<file path="config.mk">
export PLATFORM = sky130hd
export DESIGN_NAME = crlt_card_reader
export DESIGN_NICKNAME = d
export VERILOG_FILES = /design/src/core/crlt_pulse.v /design/src/core/crlt_chain.v /design/src/core/crlt_card_reader.v
export VERILOG_INCLUDE_DIRS = /design/src /design/src/core
export SDC_FILE = /design/constraint.sdc
export NUM_CORES = 2
export LEC_CHECK = 0
export ABC_CLOCK_PERIOD_IN_PS = 57600
export BUFFER_PORTS_ARGS = -buffer_cell sky130_fd_sc_hd__buf_2
export CORE_MARGIN = 2
export CORE_UTILIZATION = 28
export CTS_CLUSTER_SIZE = 8
export DETAILED_ROUTE_END_ITERATION = 10
export PLACE_DENSITY = 0.44
export SKIP_LAST_GASP = 1
export SYNTH_ARGS = -nofsm -noshare
export SYNTH_HDL_FRONTEND = slang
export SYNTH_SLANG_ARGS = --single-unit
export TNS_END_PERCENT = 20
</file>
<file path="constraint.sdc">
create_clock -name core_clk -period 57.6 [get_ports core_clk]
set_clock_uncertainty 0.2 [all_clocks]
set_input_delay 8.64 -clock core_clk [delete_from_list [all_inputs] [get_ports core_clk]]
set_output_delay 8.64 -clock core_clk [all_outputs]
set_load 0.01 [all_outputs]
</file>
<file path="src/core/crlt_regs.vh">
// constants for the card reader load and tag timing block
`ifndef CRLT_REGS_VH
`define CRLT_REGS_VH
// clock period in ns
`define CRLT_CLK_NS        100
// documented times in ns
`define CRLT_OSC_NS        140
`define CRLT_READY_PW_NS   1000
`define CRLT_PRESET_PW_NS  5000
`define CRLT_PH1_NS        500
`define CRLT_PH2_NS        1000
`define CRLT_RDYCLR_NS     500
// derived cycle counts (least times round up)
`define CRLT_OSC_CYC     ((`CRLT_OSC_NS + `CRLT_CLK_NS - 1) / `CRLT_CLK_NS)
`define CRLT_READY_CYC   ((`CRLT_READY_PW_NS + `CRLT_CLK_NS - 1) / `CRLT_CLK_NS)
`define CRLT_PRESET_CYC  ((`CRLT_PRESET_PW_NS + `CRLT_CLK_NS - 1) / `CRLT_CLK_NS)
`define CRLT_PH1_CYC     ((`CRLT_PH1_NS + `CRLT_CLK_NS - 1) / `CRLT_CLK_NS)
`define CRLT_PH2_CYC     ((`CRLT_PH2_NS + `CRLT_CLK_NS - 1) / `CRLT_CLK_NS)
`define CRLT_RDYCLR_CYC  ((`CRLT_RDYCLR_NS + `CRLT_CLK_NS - 1) / `CRLT_CLK_NS)
// counter presets
`define CRLT_PRESET_FEED  8'h63
`define CRLT_PRESET_XFER  8'h4E
// buffer geometry
`define CRLT_RANKS        100
`define CRLT_ROW_BITS     12
// shift and decrement pairs run after the card leaves
`define CRLT_CHAIN_PAIRS  5'h14
// timing chain patterns
`define CRLT_T_ZERO       5'h00
`define CRLT_T_FULL       5'h1F
`define CRLT_T4_MASK      5'h0F
// apb register byte addresses
`define CRLT_A_CTRL       12'h000
`define CRLT_A_STAT       12'h004
`define CRLT_A_COUNT      12'h008
`define CRLT_A_DATA       12'h00C
// control bits
`define CRLT_C_ACCEPT     0
`define CRLT_C_STACK      1
`define CRLT_C_SUPPRESS   2
`define CRLT_C_SENSECMD   3
`define CRLT_C_SENTDATA   4
`define CRLT_C_PROGRESS   5
`define CRLT_C_CLRLOAD    6
`endif

</file>
<file path="src/core/crlt_pulse.v">
// retriggerable-free one-shot timed in system clock cycles
`timescale 1ns/1ps
module crlt_pulse #(
   parameter WIDTH = 10
) (
   // clock and reset
   input  wire core_clk,
   input  wire reset,
   // trigger and pulse
   input  wire trig,
   output reg  pulse,
   output wire fall
);
   reg [15:0] cnt_q;

   // count down while pulse stands, ignore triggers meanwhile
   always @(posedge core_clk or posedge reset) begin
      if (reset) begin
         cnt_q <= 16'h0000;
         pulse <= 1'b0;
      end else if (!pulse && trig) begin
         cnt_q <= WIDTH[15:0] - 16'h0001;
         pulse <= 1'b1;
      end else if (pulse) begin
         if (cnt_q == 16'h0000)
            pulse <= 1'b0;
         else
            cnt_q <= cnt_q - 16'h0001;
      end
   end

   // trailing edge marker in the last cycle of the pulse
   assign fall = pulse && (cnt_q == 16'h0000);
endmodule // crlt_pulse

</file>
<file path="src/core/crlt_chain.v">
// five stage tag line timing chain driven by a gated oscillator
`timescale 1ns/1ps
`include "crlt_regs.vh"
module crlt_chain #(
   parameter OSC_CYC = `CRLT_OSC_CYC
) (
   // clock and reset
   input  wire       core_clk,
   input  wire       reset,
   // control
   input  wire       start,
   input  wire       resp,
   // timing signals
   output reg  [4:0] tq,
   output wire       busy
);
   reg [7:0] osc_q;
   reg       run_q;
   wire      tick;
   wire      atT4;

   assign atT4 = (tq == `CRLT_T4_MASK);
   assign tick = run_q && (osc_q == 8'h00);
   assign busy = run_q || (tq != `CRLT_T_ZERO);

   // oscillator runs from start, halts at t4 until response, stops at zero
   always @(posedge core_clk or posedge reset) begin
      if (reset) begin
         osc_q <= 8'h00;
         run_q <= 1'b0;
         tq    <= 5'h00;
      end else begin
         if (!run_q && tq == `CRLT_T_ZERO && start)
            run_q <= 1'b1;
         else if (!run_q && atT4 && resp)
            run_q <= 1'b1;
         if (run_q)
            osc_q <= (osc_q == 8'h00) ? OSC_CYC[7:0] - 8'h01
                                      : osc_q - 8'h01;
         if (tick) begin
            // set in order then clear in order
            if (tq != `CRLT_T_FULL && !tq[4])
               tq <= {tq[3:0], 1'b1};
            else
               tq <= {tq[3:0], 1'b0};
            // halt on the step that lands on t4, not on the step after
            if ({tq[3:0], 1'b1} == `CRLT_T4_MASK && !tq[4])
               run_q <= 1'b0;
            if (tq == 5'h10)
               run_q <= 1'b0;
         end
      end
   end
endmodule // crlt_chain

</file>
<file path="src/core/crlt_card_reader.v">
// card reader adapter: card load control and tag line timing
//
// Added by the designer: the APB register port and the register offsets.
`timescale 1ns/1ps
`include "crlt_regs.vh"
module crlt_card_reader #(
   parameter RANKS    = `CRLT_RANKS,
   parameter ROW_BITS = `CRLT_ROW_BITS
) (
   // clock and reset
   input  wire                core_clk,
   input  wire                reset,
   // apb slave
   input  wire                psel,
   input  wire                penable,
   input  wire                pwrite,
   input  wire [11:0]         paddr,
   input  wire [31:0]         pwdata,
   output reg  [31:0]         prdata,
   output wire                pready,
   output wire                pslverr,
   // card reader
   input  wire                readerReady,
   input  wire                readerBusy,
   input  wire                card_motion_fault,
   input  wire                readError,
   input  wire                rowStrobe,
   input  wire [ROW_BITS-1:0] rowData,
   output reg                 pickCommand,
   // selector channel tag lines
   input  wire                selectIn,
   input  wire                selection_hold,
   input  wire                pollAddress,
   output wire                selectOut,
   output reg                 serviceRequest,
   output reg                 statusTagIn,
   output reg  [4:0]          timing,
   // buffer output
   output reg  [ROW_BITS-1:0] columnOut,
   output reg                 dataReady_q
);
   // buffer ranks, index 0 is rank 1
   reg  [ROW_BITS-1:0] buf_q [0:RANKS-1];
   reg  [7:0]  count_q;
   reg         card_pick_flag_q;
   reg         loadDone_q;
   reg         load_done_edge_flag_q;
   reg         load_done_irq_flag_q;
   reg         readyIrq_q;
   reg         busyFlag_q;
   reg         blockFeed_q;
   reg         devFinished_q;
   reg         statusPending_q;
   reg         unitCheck_q;
   reg  [4:0]  sense_q;
   reg         selLatch_q;
   reg         ready_q;
   reg         rdyBusy_q;
   reg         strobe_q;
   reg         initialLoad_q;
   reg         chainEn_q;
   reg  [4:0]  chainLeft_q;
   reg  [7:0]  ctrl_q;
   reg  [3:0]  rdyClr_q;
   reg         polled_q;
   wire        readyPulse;
   wire        readyFall;
   wire        presetPulse;
   wire        ph1;
   wire        ph1Fall;
   wire        ph2;
   wire        ph2Fall;
   wire        shiftNow;
   wire        decNow;
   wire        underflow;
   wire        pickRise;
   wire        loadRise;
   wire        apbWr;
   wire        apbRd;
   wire [4:0]  tq;
   wire        chainBusy;
   wire        ending;
   wire        anySenseSet;
   wire [4:0]  senseSet;
   reg  [4:0]  sense_d;
   integer     i;

   // apb answers in the access cycle, no wait states
   assign pready  = 1'b1;
   assign pslverr = 1'b0;
   assign apbWr   = psel && penable && pwrite;
   assign apbRd   = psel && !penable && !pwrite;
   assign ending  = ctrl_q[`CRLT_C_SENTDATA];

   // reader ready one-shot, 1 us
   crlt_pulse #(.WIDTH(`CRLT_READY_CYC)) uReady (
      .core_clk (core_clk),
      .reset    (reset),
      .trig     (readerReady && !ready_q),
      .pulse    (readyPulse),
      .fall     (readyFall)
   );

   assign pickRise = readyFall && readerReady && !readerBusy
                     && !card_motion_fault;

   // preset one-shot, load value taken at its leading edge
   crlt_pulse #(.WIDTH(`CRLT_PRESET_CYC)) uPreset (
      .core_clk (core_clk),
      .reset    (reset),
      .trig     (pickRise || loadRise),
      .pulse    (presetPulse),
      .fall     ()
   );

   // two-phase internal chain, phase one then phase two
   crlt_pulse #(.WIDTH(`CRLT_PH1_CYC)) uPh1 (
      .core_clk (core_clk),
      .reset    (reset),
      .trig     (chainEn_q && !ph2 && !ph1 && !loadDone_q),
      .pulse    (ph1),
      .fall     (ph1Fall)
   );

   crlt_pulse #(.WIDTH(`CRLT_PH2_CYC)) uPh2 (
      .core_clk (core_clk),
      .reset    (reset),
      .trig     (ph1Fall),
      .pulse    (ph2),
      .fall     (ph2Fall)
   );

   // shift and decrement on the trailing edges
   assign shiftNow  = (strobe_q && !rowStrobe) || ph1Fall;
   assign decNow    = (strobe_q && !rowStrobe) || ph2Fall;
   assign underflow = decNow && (count_q == 8'h00);
   assign loadRise  = underflow && !loadDone_q;

   // tag line timing chain
   crlt_chain uChain (
      .core_clk (core_clk),
      .reset    (reset),
      .start    (pollAddress && statusPending_q),
      .resp     (ctrl_q[`CRLT_C_ACCEPT] || ctrl_q[`CRLT_C_STACK]
                 || ctrl_q[`CRLT_C_SUPPRESS]),
      .tq       (tq),
      .busy     (chainBusy)
   );

   // column buffer, shifting toward the output rank
   always @(posedge core_clk or posedge reset) begin
      if (reset) begin
         for (i = 0; i < RANKS; i = i + 1)
            buf_q[i] <= {ROW_BITS{1'b0}};
      end else if (shiftNow) begin
         buf_q[0] <= rowData;
         for (i = 1; i < RANKS; i = i + 1)
            buf_q[i] <= buf_q[i-1];
      end
   end

   // column down-counter with presets
   always @(posedge core_clk or posedge reset) begin
      if (reset)
         count_q <= 8'h00;
      else if (pickRise && !blockFeed_q)
         count_q <= `CRLT_PRESET_FEED;
      else if (loadRise)
         count_q <= `CRLT_PRESET_XFER;
      else if (decNow && count_q != 8'h00)
         count_q <= count_q - 8'h01;
   end

   // pick flag, load done and block feed
   always @(posedge core_clk or posedge reset) begin
      if (reset) begin
         card_pick_flag_q <= 1'b0;
         loadDone_q       <= 1'b0;
         blockFeed_q      <= 1'b0;
         chainEn_q        <= 1'b0;
         rdyBusy_q        <= 1'b0;
         ready_q          <= 1'b0;
         strobe_q         <= 1'b0;
         dataReady_q      <= 1'b0;
         initialLoad_q    <= 1'b1;
         chainLeft_q      <= 5'h00;
      end else begin
         ready_q   <= readerReady;
         strobe_q  <= rowStrobe;
         rdyBusy_q <= readerBusy;
         if (card_motion_fault)
            card_pick_flag_q <= 1'b0;
         else if (readyFall)
            card_pick_flag_q <= pickRise;
         else if (readerBusy)
            card_pick_flag_q <= 1'b0;
         // underflow wins over a clear landing in the same cycle
         if (underflow)
            loadDone_q <= 1'b1;
         else if (readerReady && !ready_q)
            loadDone_q <= 1'b0;
         else if (ctrl_q[`CRLT_C_CLRLOAD])
            loadDone_q <= 1'b0;
         if (readerBusy && !rdyBusy_q)
            blockFeed_q <= 1'b1;
         else if (ctrl_q[`CRLT_C_SENTDATA])
            blockFeed_q <= 1'b0;
         // busy fall enables the internal chain for 20 pairs
         if (rdyBusy_q && !readerBusy) begin
            chainEn_q   <= 1'b1;
            chainLeft_q <= `CRLT_CHAIN_PAIRS;
         end else if (underflow || (ph2Fall && chainLeft_q == 5'h01)) begin
            chainEn_q   <= 1'b0;
            chainLeft_q <= 5'h00;
         end else if (ph2Fall && chainLeft_q != 5'h00)
            chainLeft_q <= chainLeft_q - 5'h01;
         if (ph2Fall && chainLeft_q == `CRLT_CHAIN_PAIRS)
            dataReady_q <= 1'b1;
         else if (pickRise)
            dataReady_q <= 1'b0;
         if (loadRise)
            initialLoad_q <= 1'b0;
      end
   end

   // feed request only while ready and the pick flag stand
   always @(posedge core_clk or posedge reset) begin
      if (reset)
         pickCommand <= 1'b0;
      else
         pickCommand <= card_pick_flag_q && readerReady;
   end

   // sense flags: intervention, equipment, motion, data, reject
   assign senseSet[0] = ending && readError;
   assign senseSet[1] = ending && readError;
   assign senseSet[2] = card_motion_fault && dataReady_q;
   assign senseSet[3] = 1'b0;
   assign senseSet[4] = 1'b0;
   assign anySenseSet = |senseSet;

   always @* begin
      sense_d = sense_q | senseSet;
   end

   // status and service request flags
   always @(posedge core_clk or posedge reset) begin
      if (reset) begin
         load_done_edge_flag_q <= 1'b0;
         load_done_irq_flag_q  <= 1'b0;
         readyIrq_q            <= 1'b0;
         busyFlag_q            <= 1'b0;
         devFinished_q         <= 1'b0;
         statusPending_q       <= 1'b0;
         serviceRequest        <= 1'b0;
         unitCheck_q           <= 1'b0;
         sense_q               <= 5'h00;
         rdyClr_q              <= 4'h0;
         polled_q              <= 1'b0;
      end else begin
         sense_q <= sense_d;
         load_done_edge_flag_q <= loadRise;
         if (load_done_edge_flag_q || (rdyBusy_q && !readerReady
             && !blockFeed_q && !initialLoad_q))
            devFinished_q <= 1'b1;
         else if (ctrl_q[`CRLT_C_ACCEPT] || ctrl_q[`CRLT_C_SUPPRESS])
            devFinished_q <= 1'b0;
         // finished is a level dropping on the same pulse, so clear first
         if (ctrl_q[`CRLT_C_ACCEPT] || ctrl_q[`CRLT_C_SUPPRESS])
            statusPending_q <= 1'b0;
         else if (devFinished_q)
            statusPending_q <= 1'b1;
         serviceRequest <= statusPending_q;
         if ((anySenseSet && !ctrl_q[`CRLT_C_SENSECMD]) ||
             (ending && readError))
            unitCheck_q <= 1'b1;
         else if (ctrl_q[`CRLT_C_ACCEPT])
            unitCheck_q <= 1'b0;
         if (loadRise && initialLoad_q) begin
            load_done_irq_flag_q <= 1'b1;
            readyIrq_q           <= 1'b1;
         end else if (rdyClr_q == `CRLT_RDYCLR_CYC) begin
            readyIrq_q <= 1'b0;
         end
         if (readyIrq_q)
            busyFlag_q <= 1'b1;
         rdyClr_q <= (busyFlag_q && readyIrq_q) ? rdyClr_q + 4'h1 : 4'h0;
         polled_q <= chainBusy;
      end
   end

   // selection latch and loop propagation
   always @(posedge core_clk or posedge reset) begin
      if (reset)
         selLatch_q <= 1'b0;
      else if (!selection_hold)
         selLatch_q <= 1'b0;
      else if (selectIn)
         selLatch_q <= 1'b1;
   end

   // latch keeps the loop passing while hold stands, request blocks it
   assign selectOut = (selectIn || selLatch_q) && !serviceRequest;

   // outbound status tag follows the timing chain, t1 to t4
   always @(posedge core_clk or posedge reset) begin
      if (reset) begin
         statusTagIn <= 1'b0;
         timing      <= 5'h00;
         columnOut   <= {ROW_BITS{1'b0}};
      end else begin
         timing      <= tq;
         statusTagIn <= tq[0] && !tq[4];
         columnOut   <= buf_q[RANKS-1];
      end
   end

   // software control, pulses clear themselves; stack keeps request
   always @(posedge core_clk or posedge reset) begin
      if (reset)
         ctrl_q <= 8'h00;
      else if (apbWr && paddr == `CRLT_A_CTRL)
         ctrl_q <= pwdata[7:0];
      else
         ctrl_q <= ctrl_q & 8'h38;
   end

   // read mux registered at setup, valid in the access cycle
   always @(posedge core_clk or posedge reset) begin
      if (reset)
         prdata <= 32'h00000000;
      else if (apbRd) begin
         case (paddr)
            `CRLT_A_CTRL:  prdata <= {24'h000000, ctrl_q};
            `CRLT_A_STAT:  prdata <= {13'h0000, sense_q, polled_q,
                                      busyFlag_q, readyIrq_q,
                                      load_done_irq_flag_q, unitCheck_q,
                                      statusPending_q, devFinished_q,
                                      blockFeed_q, dataReady_q,
                                      loadDone_q, card_pick_flag_q,
                                      selLatch_q, serviceRequest, 1'b0};
            `CRLT_A_COUNT: prdata <= {24'h000000, count_q};
            `CRLT_A_DATA:  prdata <= {{(32-ROW_BITS){1'b0}},
                                      buf_q[RANKS-1]};
            default:       prdata <= 32'h00000000;
         endcase
      end
   end
endmodule // crlt_card_reader

</file>
# Word-level counts from Yosys, hierarchy flattened
# Index checks and enable logic that the tools add are counted.
[word_totals]
regBits = 1365
inputBits = 69
out_inout_bits = 56
wordCells = 320
[classes]
n_addsub = 7
eq_ne = 14
muxes = 56
bitwise_logic = 1
reduce_logical = 103
[op_table]
columns = ["cell", "n"]
rows = [
  ["2-to-1 mux 16 bit", 9],
  ["one-hot mux 19 bit (4 select lines)", 1],
  ["logical NOT 16 bit", 3],
  ["subtractor 16 x 1 -> 16 bit, second input constant", 3],
  ["logical AND 1 bit", 47],
  ["2-to-1 mux 8 bit", 5],
  ["2-to-1 mux 1 bit", 37],
  ["equality test 12 x 4 -> 1 bit, second input constant", 2],
  ["nonzero test 2 bit", 10],
  ["logical NOT 1 bit", 18],
  ["logical NOT 8 bit", 2],
  ["subtractor 8 x 1 -> 8 bit, second input constant", 2],
  ["2-to-1 mux 5 bit", 3],
  ["equality test 12 x 3 -> 1 bit, second input constant", 1],
  ["logical NOT 12 bit", 1],
  ["nonzero test 3 bit", 4],
  ["equality test 5 bit, second input constant", 2],
  ["logical OR 1 bit", 10],
  ["nonzero test 5 bit", 2],
  ["equality test 4 x 3 -> 1 bit, second input constant", 2],
  ["nonzero test 8 bit", 1],
  ["inequality test 2 x 1 -> 1 bit, second input constant", 3],
  ["AND reduction 2 bit", 3],
  ["equality test 5 x 1 -> 1 bit, second input constant", 1],
  ["other kinds (9)", 9],
]

# Depth between registers and ports, before layout
[depth]
depth_word = 8
mapped_depth = 9
ltp_nobuf = 6

# Modules after synthesis
# Synthesis repeated with hierarchy kept, for this count alone.
[hier_totals]
cells_unflattened = 3195
area_unflattened_um2 = 52024.9
[modules_own_cells]
columns = ["mod", "instances", "cells_each", "area_each_um2", "seq_area_each_um2"]
rows = [
  ["crlt_card_reader", 1, 2839, 48507.8, 32107.0],
  ["crlt_pulse (uReady)", 1, 98, 953.4, 425.4],
  ["crlt_pulse (uPh1)", 1, 96, 929.6, 425.4],
  ["crlt_pulse (uPh2)", 1, 97, 927.1, 425.4],
  ["crlt_chain", 1, 65, 706.9, 350.3],
]

# Least setup slack after synthesis
# OpenSTA, ideal clock, no wires.
[synth_timing]
kind = "in2out"
from = "input selectIn"
to = "output selectOut"
arrival_time_ns = 8.832
required_ns = 48.760
setup_slack_ns = 39.928
path_stages = 2
n_path_buf = 0
path_cell_list = "nor2_1 nor2_1"
[synth_via]
elab_chain_len = 2
[synth_rtl]
columns = ["item", "line", "source"]
rows = [
  ["from (decl)", "crlt_card_reader.v:31", "input wire selectIn,"],
  ["logical OR 1 bit", "crlt_card_reader.v:303", "assign selectOut = (selectIn || selLatch_q) && !serviceRequest;"],
  ["logical AND 1 bit", "crlt_card_reader.v:303", ""],
  ["to (decl)", "crlt_card_reader.v:34", "output wire selectOut,"],
]
# No other way between the ends.

# Worst setup path after layout
# Same ends and word-level chain as after synthesis.

==> results.sh <==
export IMPL_yosysSeqAreaShare_pct=64.6
export IMPL_pwr_share_clk_pct=42.2
export IMPL_start_util_pct=28.2
export IMPL_area_growth_pct=13.9
export IMPL_rr_worst_depth=8
export IMPL_crit_arrival_ns=9.04
export IMPL_dieArea_um2=190000
export IMPL_start_kind="input port"
export IMPL_crit_chain="buf_2, nor2_1, nor2_1, buf_2"
export IMPL_synthTopCellsByArea="dfrtp_1 (65%), mux2_1 (22%), mux2_2 (4.5%), buf_6 (2.4%), mux2i_1 (0.54%)"
export IMPL_r2r_start="uPh1.cnt_q[2]$_DFFE_PP0P_"
export IMPL_finalSetupTns_ns=0
export IMPL_grt_pass1_vias=27800
export IMPL_synth_largest_area_cell="dfrtp_1"
export IMPL_finalCritPeriodShare_pct=31.0
export IMPL_rsz0062_at_grt="false"
export IMPL_drt_iter0_drc=1237
export IMPL_vias=25300
export IMPL_worst_r2r_endpoint="buf_q[484]$_DFFE_PP0P_"
export IMPL_grt_usage_pct=8.48
export IMPL_holdPathStages=0
export IMPL_tightestPinTransition_ns=1.03
export IMPL_critPathTopFamily="buffers and inverters"
export IMPL_final_setup_worst_slack_ns=39.72
export IMPL_switching_share_pct=24.6
export IMPL_layout_drive_gt1_share_pct=16.2
export IMPL_irDropWorstVdd_mv=0.0266
export IMPL_critical_path_required_ns=48.76
export IMPL_p_per_area_nw_per_um2=38.4
export IMPL_hp_start="buf_q[8]$_DFFE_PP0P_"
export IMPL_hold_worst_slack_ns=0.209
export IMPL_grt_overflow=0
export IMPL_post_cts_buffers=0
export IMPL_ys_flop_type="dfrtp_1"
export IMPL_fmax_ghz=0.0559
export IMPL_ctsResizeCount=0
export IMPL_synth_cells=3236
export IMPL_combPwrFrac_pct=9.7
export IMPL_status="completed"
export IMPL_postRouteAntennaNets=0
export IMPL_dieHeight_um=436
export IMPL_p_switching_uw=562
export IMPL_htreeDepth=4
export IMPL_async_reset_ff_share_pct=100
export IMPL_cp_slowest_stage_delay_ns=0.13
export IMPL_avgSynthCellArea_um2=16.1
export IMPL_critical_path_peak_fanout=2
export IMPL_p_int_mw=1.72
export IMPL_critPathSlowestCell="nor2_1"
export IMPL_dp_hpwl_um=42600
export IMPL_coreArea_um2=185000
export IMPL_cp_num_buf_inv=2
export IMPL_place_congestion=0.735
export IMPL_dpl_cell_count=5667
export IMPL_drv_cap=0
export IMPL_clk_pin_slew_ns=0.05
export IMPL_wl_um=77100
export IMPL_antenna_found_initial=1
export IMPL_syn_area_um2=52200
export IMPL_dpl_worst_slack_ns=39.71
export IMPL_drc=0
export IMPL_worstSetupPathType="in2out"
export IMPL_fp_dieW_um=436
export IMPL_cts_sinks=1348
export IMPL_io_pins=125
export IMPL_synth_cell_types=66
export IMPL_clkLatencyLatePin_ns=0.78
export IMPL_total_power_mw=2.28
export IMPL_hold_viol=0
export IMPL_drt_pass1_iter_count=5
export IMPL_clockBufferDepth=3
export IMPL_cp_startpoint="selectIn"
export IMPL_root_buffer="clkbuf_16"
export IMPL_period_minus_slack_ns=17.88
export IMPL_layout_nets=3457
export IMPL_grt_pass1_wl_um=138000
export IMPL_post_drt_via_cell_ratio=4.31
export IMPL_ys_ff_latch=1348
export IMPL_grt_max_degree=174
export IMPL_ys_warn_count=0
export IMPL_synth_top_area_share_pct=64.5
export IMPL_row_count=158
export IMPL_finalSetupViolCount=0
export IMPL_cts_buffers=186
export IMPL_pwr_share_seq_pct=48.1
export IMPL_cts_tree="built"
export IMPL_setup_worst_path_end_class="output pin"
export IMPL_slew_violations=0
export IMPL_numPortBuffers=83
export IMPL_wl_per_cell_um=13.1
export IMPL_fillerInstances=18400
export IMPL_rrSetupSlack_ns=51.69
export IMPL_p_leak_nw=29.9
export IMPL_synth_enable_flop_cells=0
export IMPL_hold_class="reg2reg"
export IMPL_cts_hold_buffers=0
export IMPL_final_cells=5876
export IMPL_maxSlewHeadroom_pct=31.6
export IMPL_hold_end="columnOut[8]$_DFF_PP0_"
[registers in the layout, indices dropped and copies added (netlist names), 3 cells and up]
name          flops
buf_q          1200
chainLeft_q       5
columnOut        12
count_q           8
ctrl_q            8
prdata           17
rdyClr_q          4
sense_q           3
timing            5
uChain.osc_q      8
uChain.tq         5
uPh1.cnt_q       16
uPh2.cnt_q       16
uReady.cnt_q     16
[cells in the mapped netlist, types with 8 or more instances]
cell type / count
ha_1: 13
buf_6: 111
nor4_1: 14
nand2_1: 64
inv_1: 35
clkbuf_1: 26
a21oi_1: 17
nor4b_1: 8
nand2b_1: 13
nor3_1: 19
o21ai_0: 46
o211ai_1: 14
nand4_1: 12
nand3_1: 14
mux2_1: 1000
buf_4: 37
or4_1: 15
or3_1: 13
dfrtp_1: 1347
and2_1: 8
mux2_2: 209
nor2_1: 38
o31ai_1: 11
mux2i_1: 28
[power groups by stage]
stage,registers (mW),logic (mW),clock network [mW]
floorplan,1.10,0.203,0
global placement,1.11,0.225,0
detailed placement,1.11,0.229,0
CTS,1.10,0.230,1.01
global route,1.11,0.254,1.05
finish,1.10,0.222,0.964
[area by class of cell]
cell class / instances / area (µm²) / share of cell area, %
Sequential cell: 1348 / 33700 / 56.7
Multi-Input combinational cell: 1688 / 16800 / 28.2
Clock buffer: 196 / 4740 / 7.97
Tap cell: 2480 / 3100 / 5.22
Timing Repair Buffer: 116 / 713 / 1.20
Clock inverter: 12 / 270 / 0.454
Inverter: 35 / 139 / 0.233
Antenna cell: 1 / 2.50 / 0.00421
[layout by cell type (no fill, tap or decap), types with 5 or more instances in the layout]
master / count
a21oi_1: 17
or4_1: 15
mux2i_1: 28
o211ai_1: 14
o21ai_0: 46
mux2_2: 209
mux4_2: 7
nand4_1: 12
a22o_1: 6
mux2_1: 1000
inv_1: 34
o31ai_1: 11
o221ai_1: 5
buf_4: 29
a211oi_1: 7
and2_1: 8
dfrtp_1: 1347
nor4b_1: 8
conb_1: 17
nor2b_1: 7
xnor2_1: 6
o41ai_1: 5
nand2b_1: 13
clkbuf_1: 7
or3_1: 13
clkinv_16: 6
buf_2: 83
nor3_1: 19
ha_1: 13
nand3_1: 14
nand2_1: 64
clkbuf_16: 188
nor2_1: 38
nor4_1: 13
and4_1: 6
[per-stage QoR]
stage | utilization, % | cell area (µm²)
finish | 32.1 | 59500
global route | 32.1 | 59500
CTS | 32.1 | 59500
detailed placement | 29.4 | 54500
global placement | 29.4 | 54500
floorplan | - | 52300
[worst register-to-register path: stages (launching register included)]
cell     delay [ns]
dfrtp_1        0.44
or4_4          0.58
or4_4          0.66
o21ai_4        0.16
buf_4          0.58
buf_12         0.75
buf_4          1.08
buf_4          0.93
mux2_1         0.44
[kinds of logic after synthesis]
group / count (synthesis) / synth area share [%]
compound gates: 146 / 1.89
xor+xnor: 8 / 0.134
fa+ha+maj: 13 / 0.311
buf+inv: 215 / 3.42
flops: 1348 / 64.6
mux: 1244 / 26.9
other cells: 2 / 0.0144
simple gates: 260 / 2.76
[how the worst max path moves through the flow]
stage | to | slack (ns) | cells past startpoint
finish | selectOut | 39.72 | 4
global route | selectOut | 39.67 | 4
CTS | selectOut | 39.71 | 4
detailed placement | selectOut | 39.71 | 4
global placement | selectOut | 39.70 | 4
floorplan | blockFeed_q$_DFFE_PP0P_ | 10.76 | 1
[layer usage]
layer  track usage, %  share of wire, %
met3             2.23               4.0
met4             3.67               3.2
met1             10.9                47
met2             13.4                46
met5                0                 0
(Power assumes the default switching activity.)
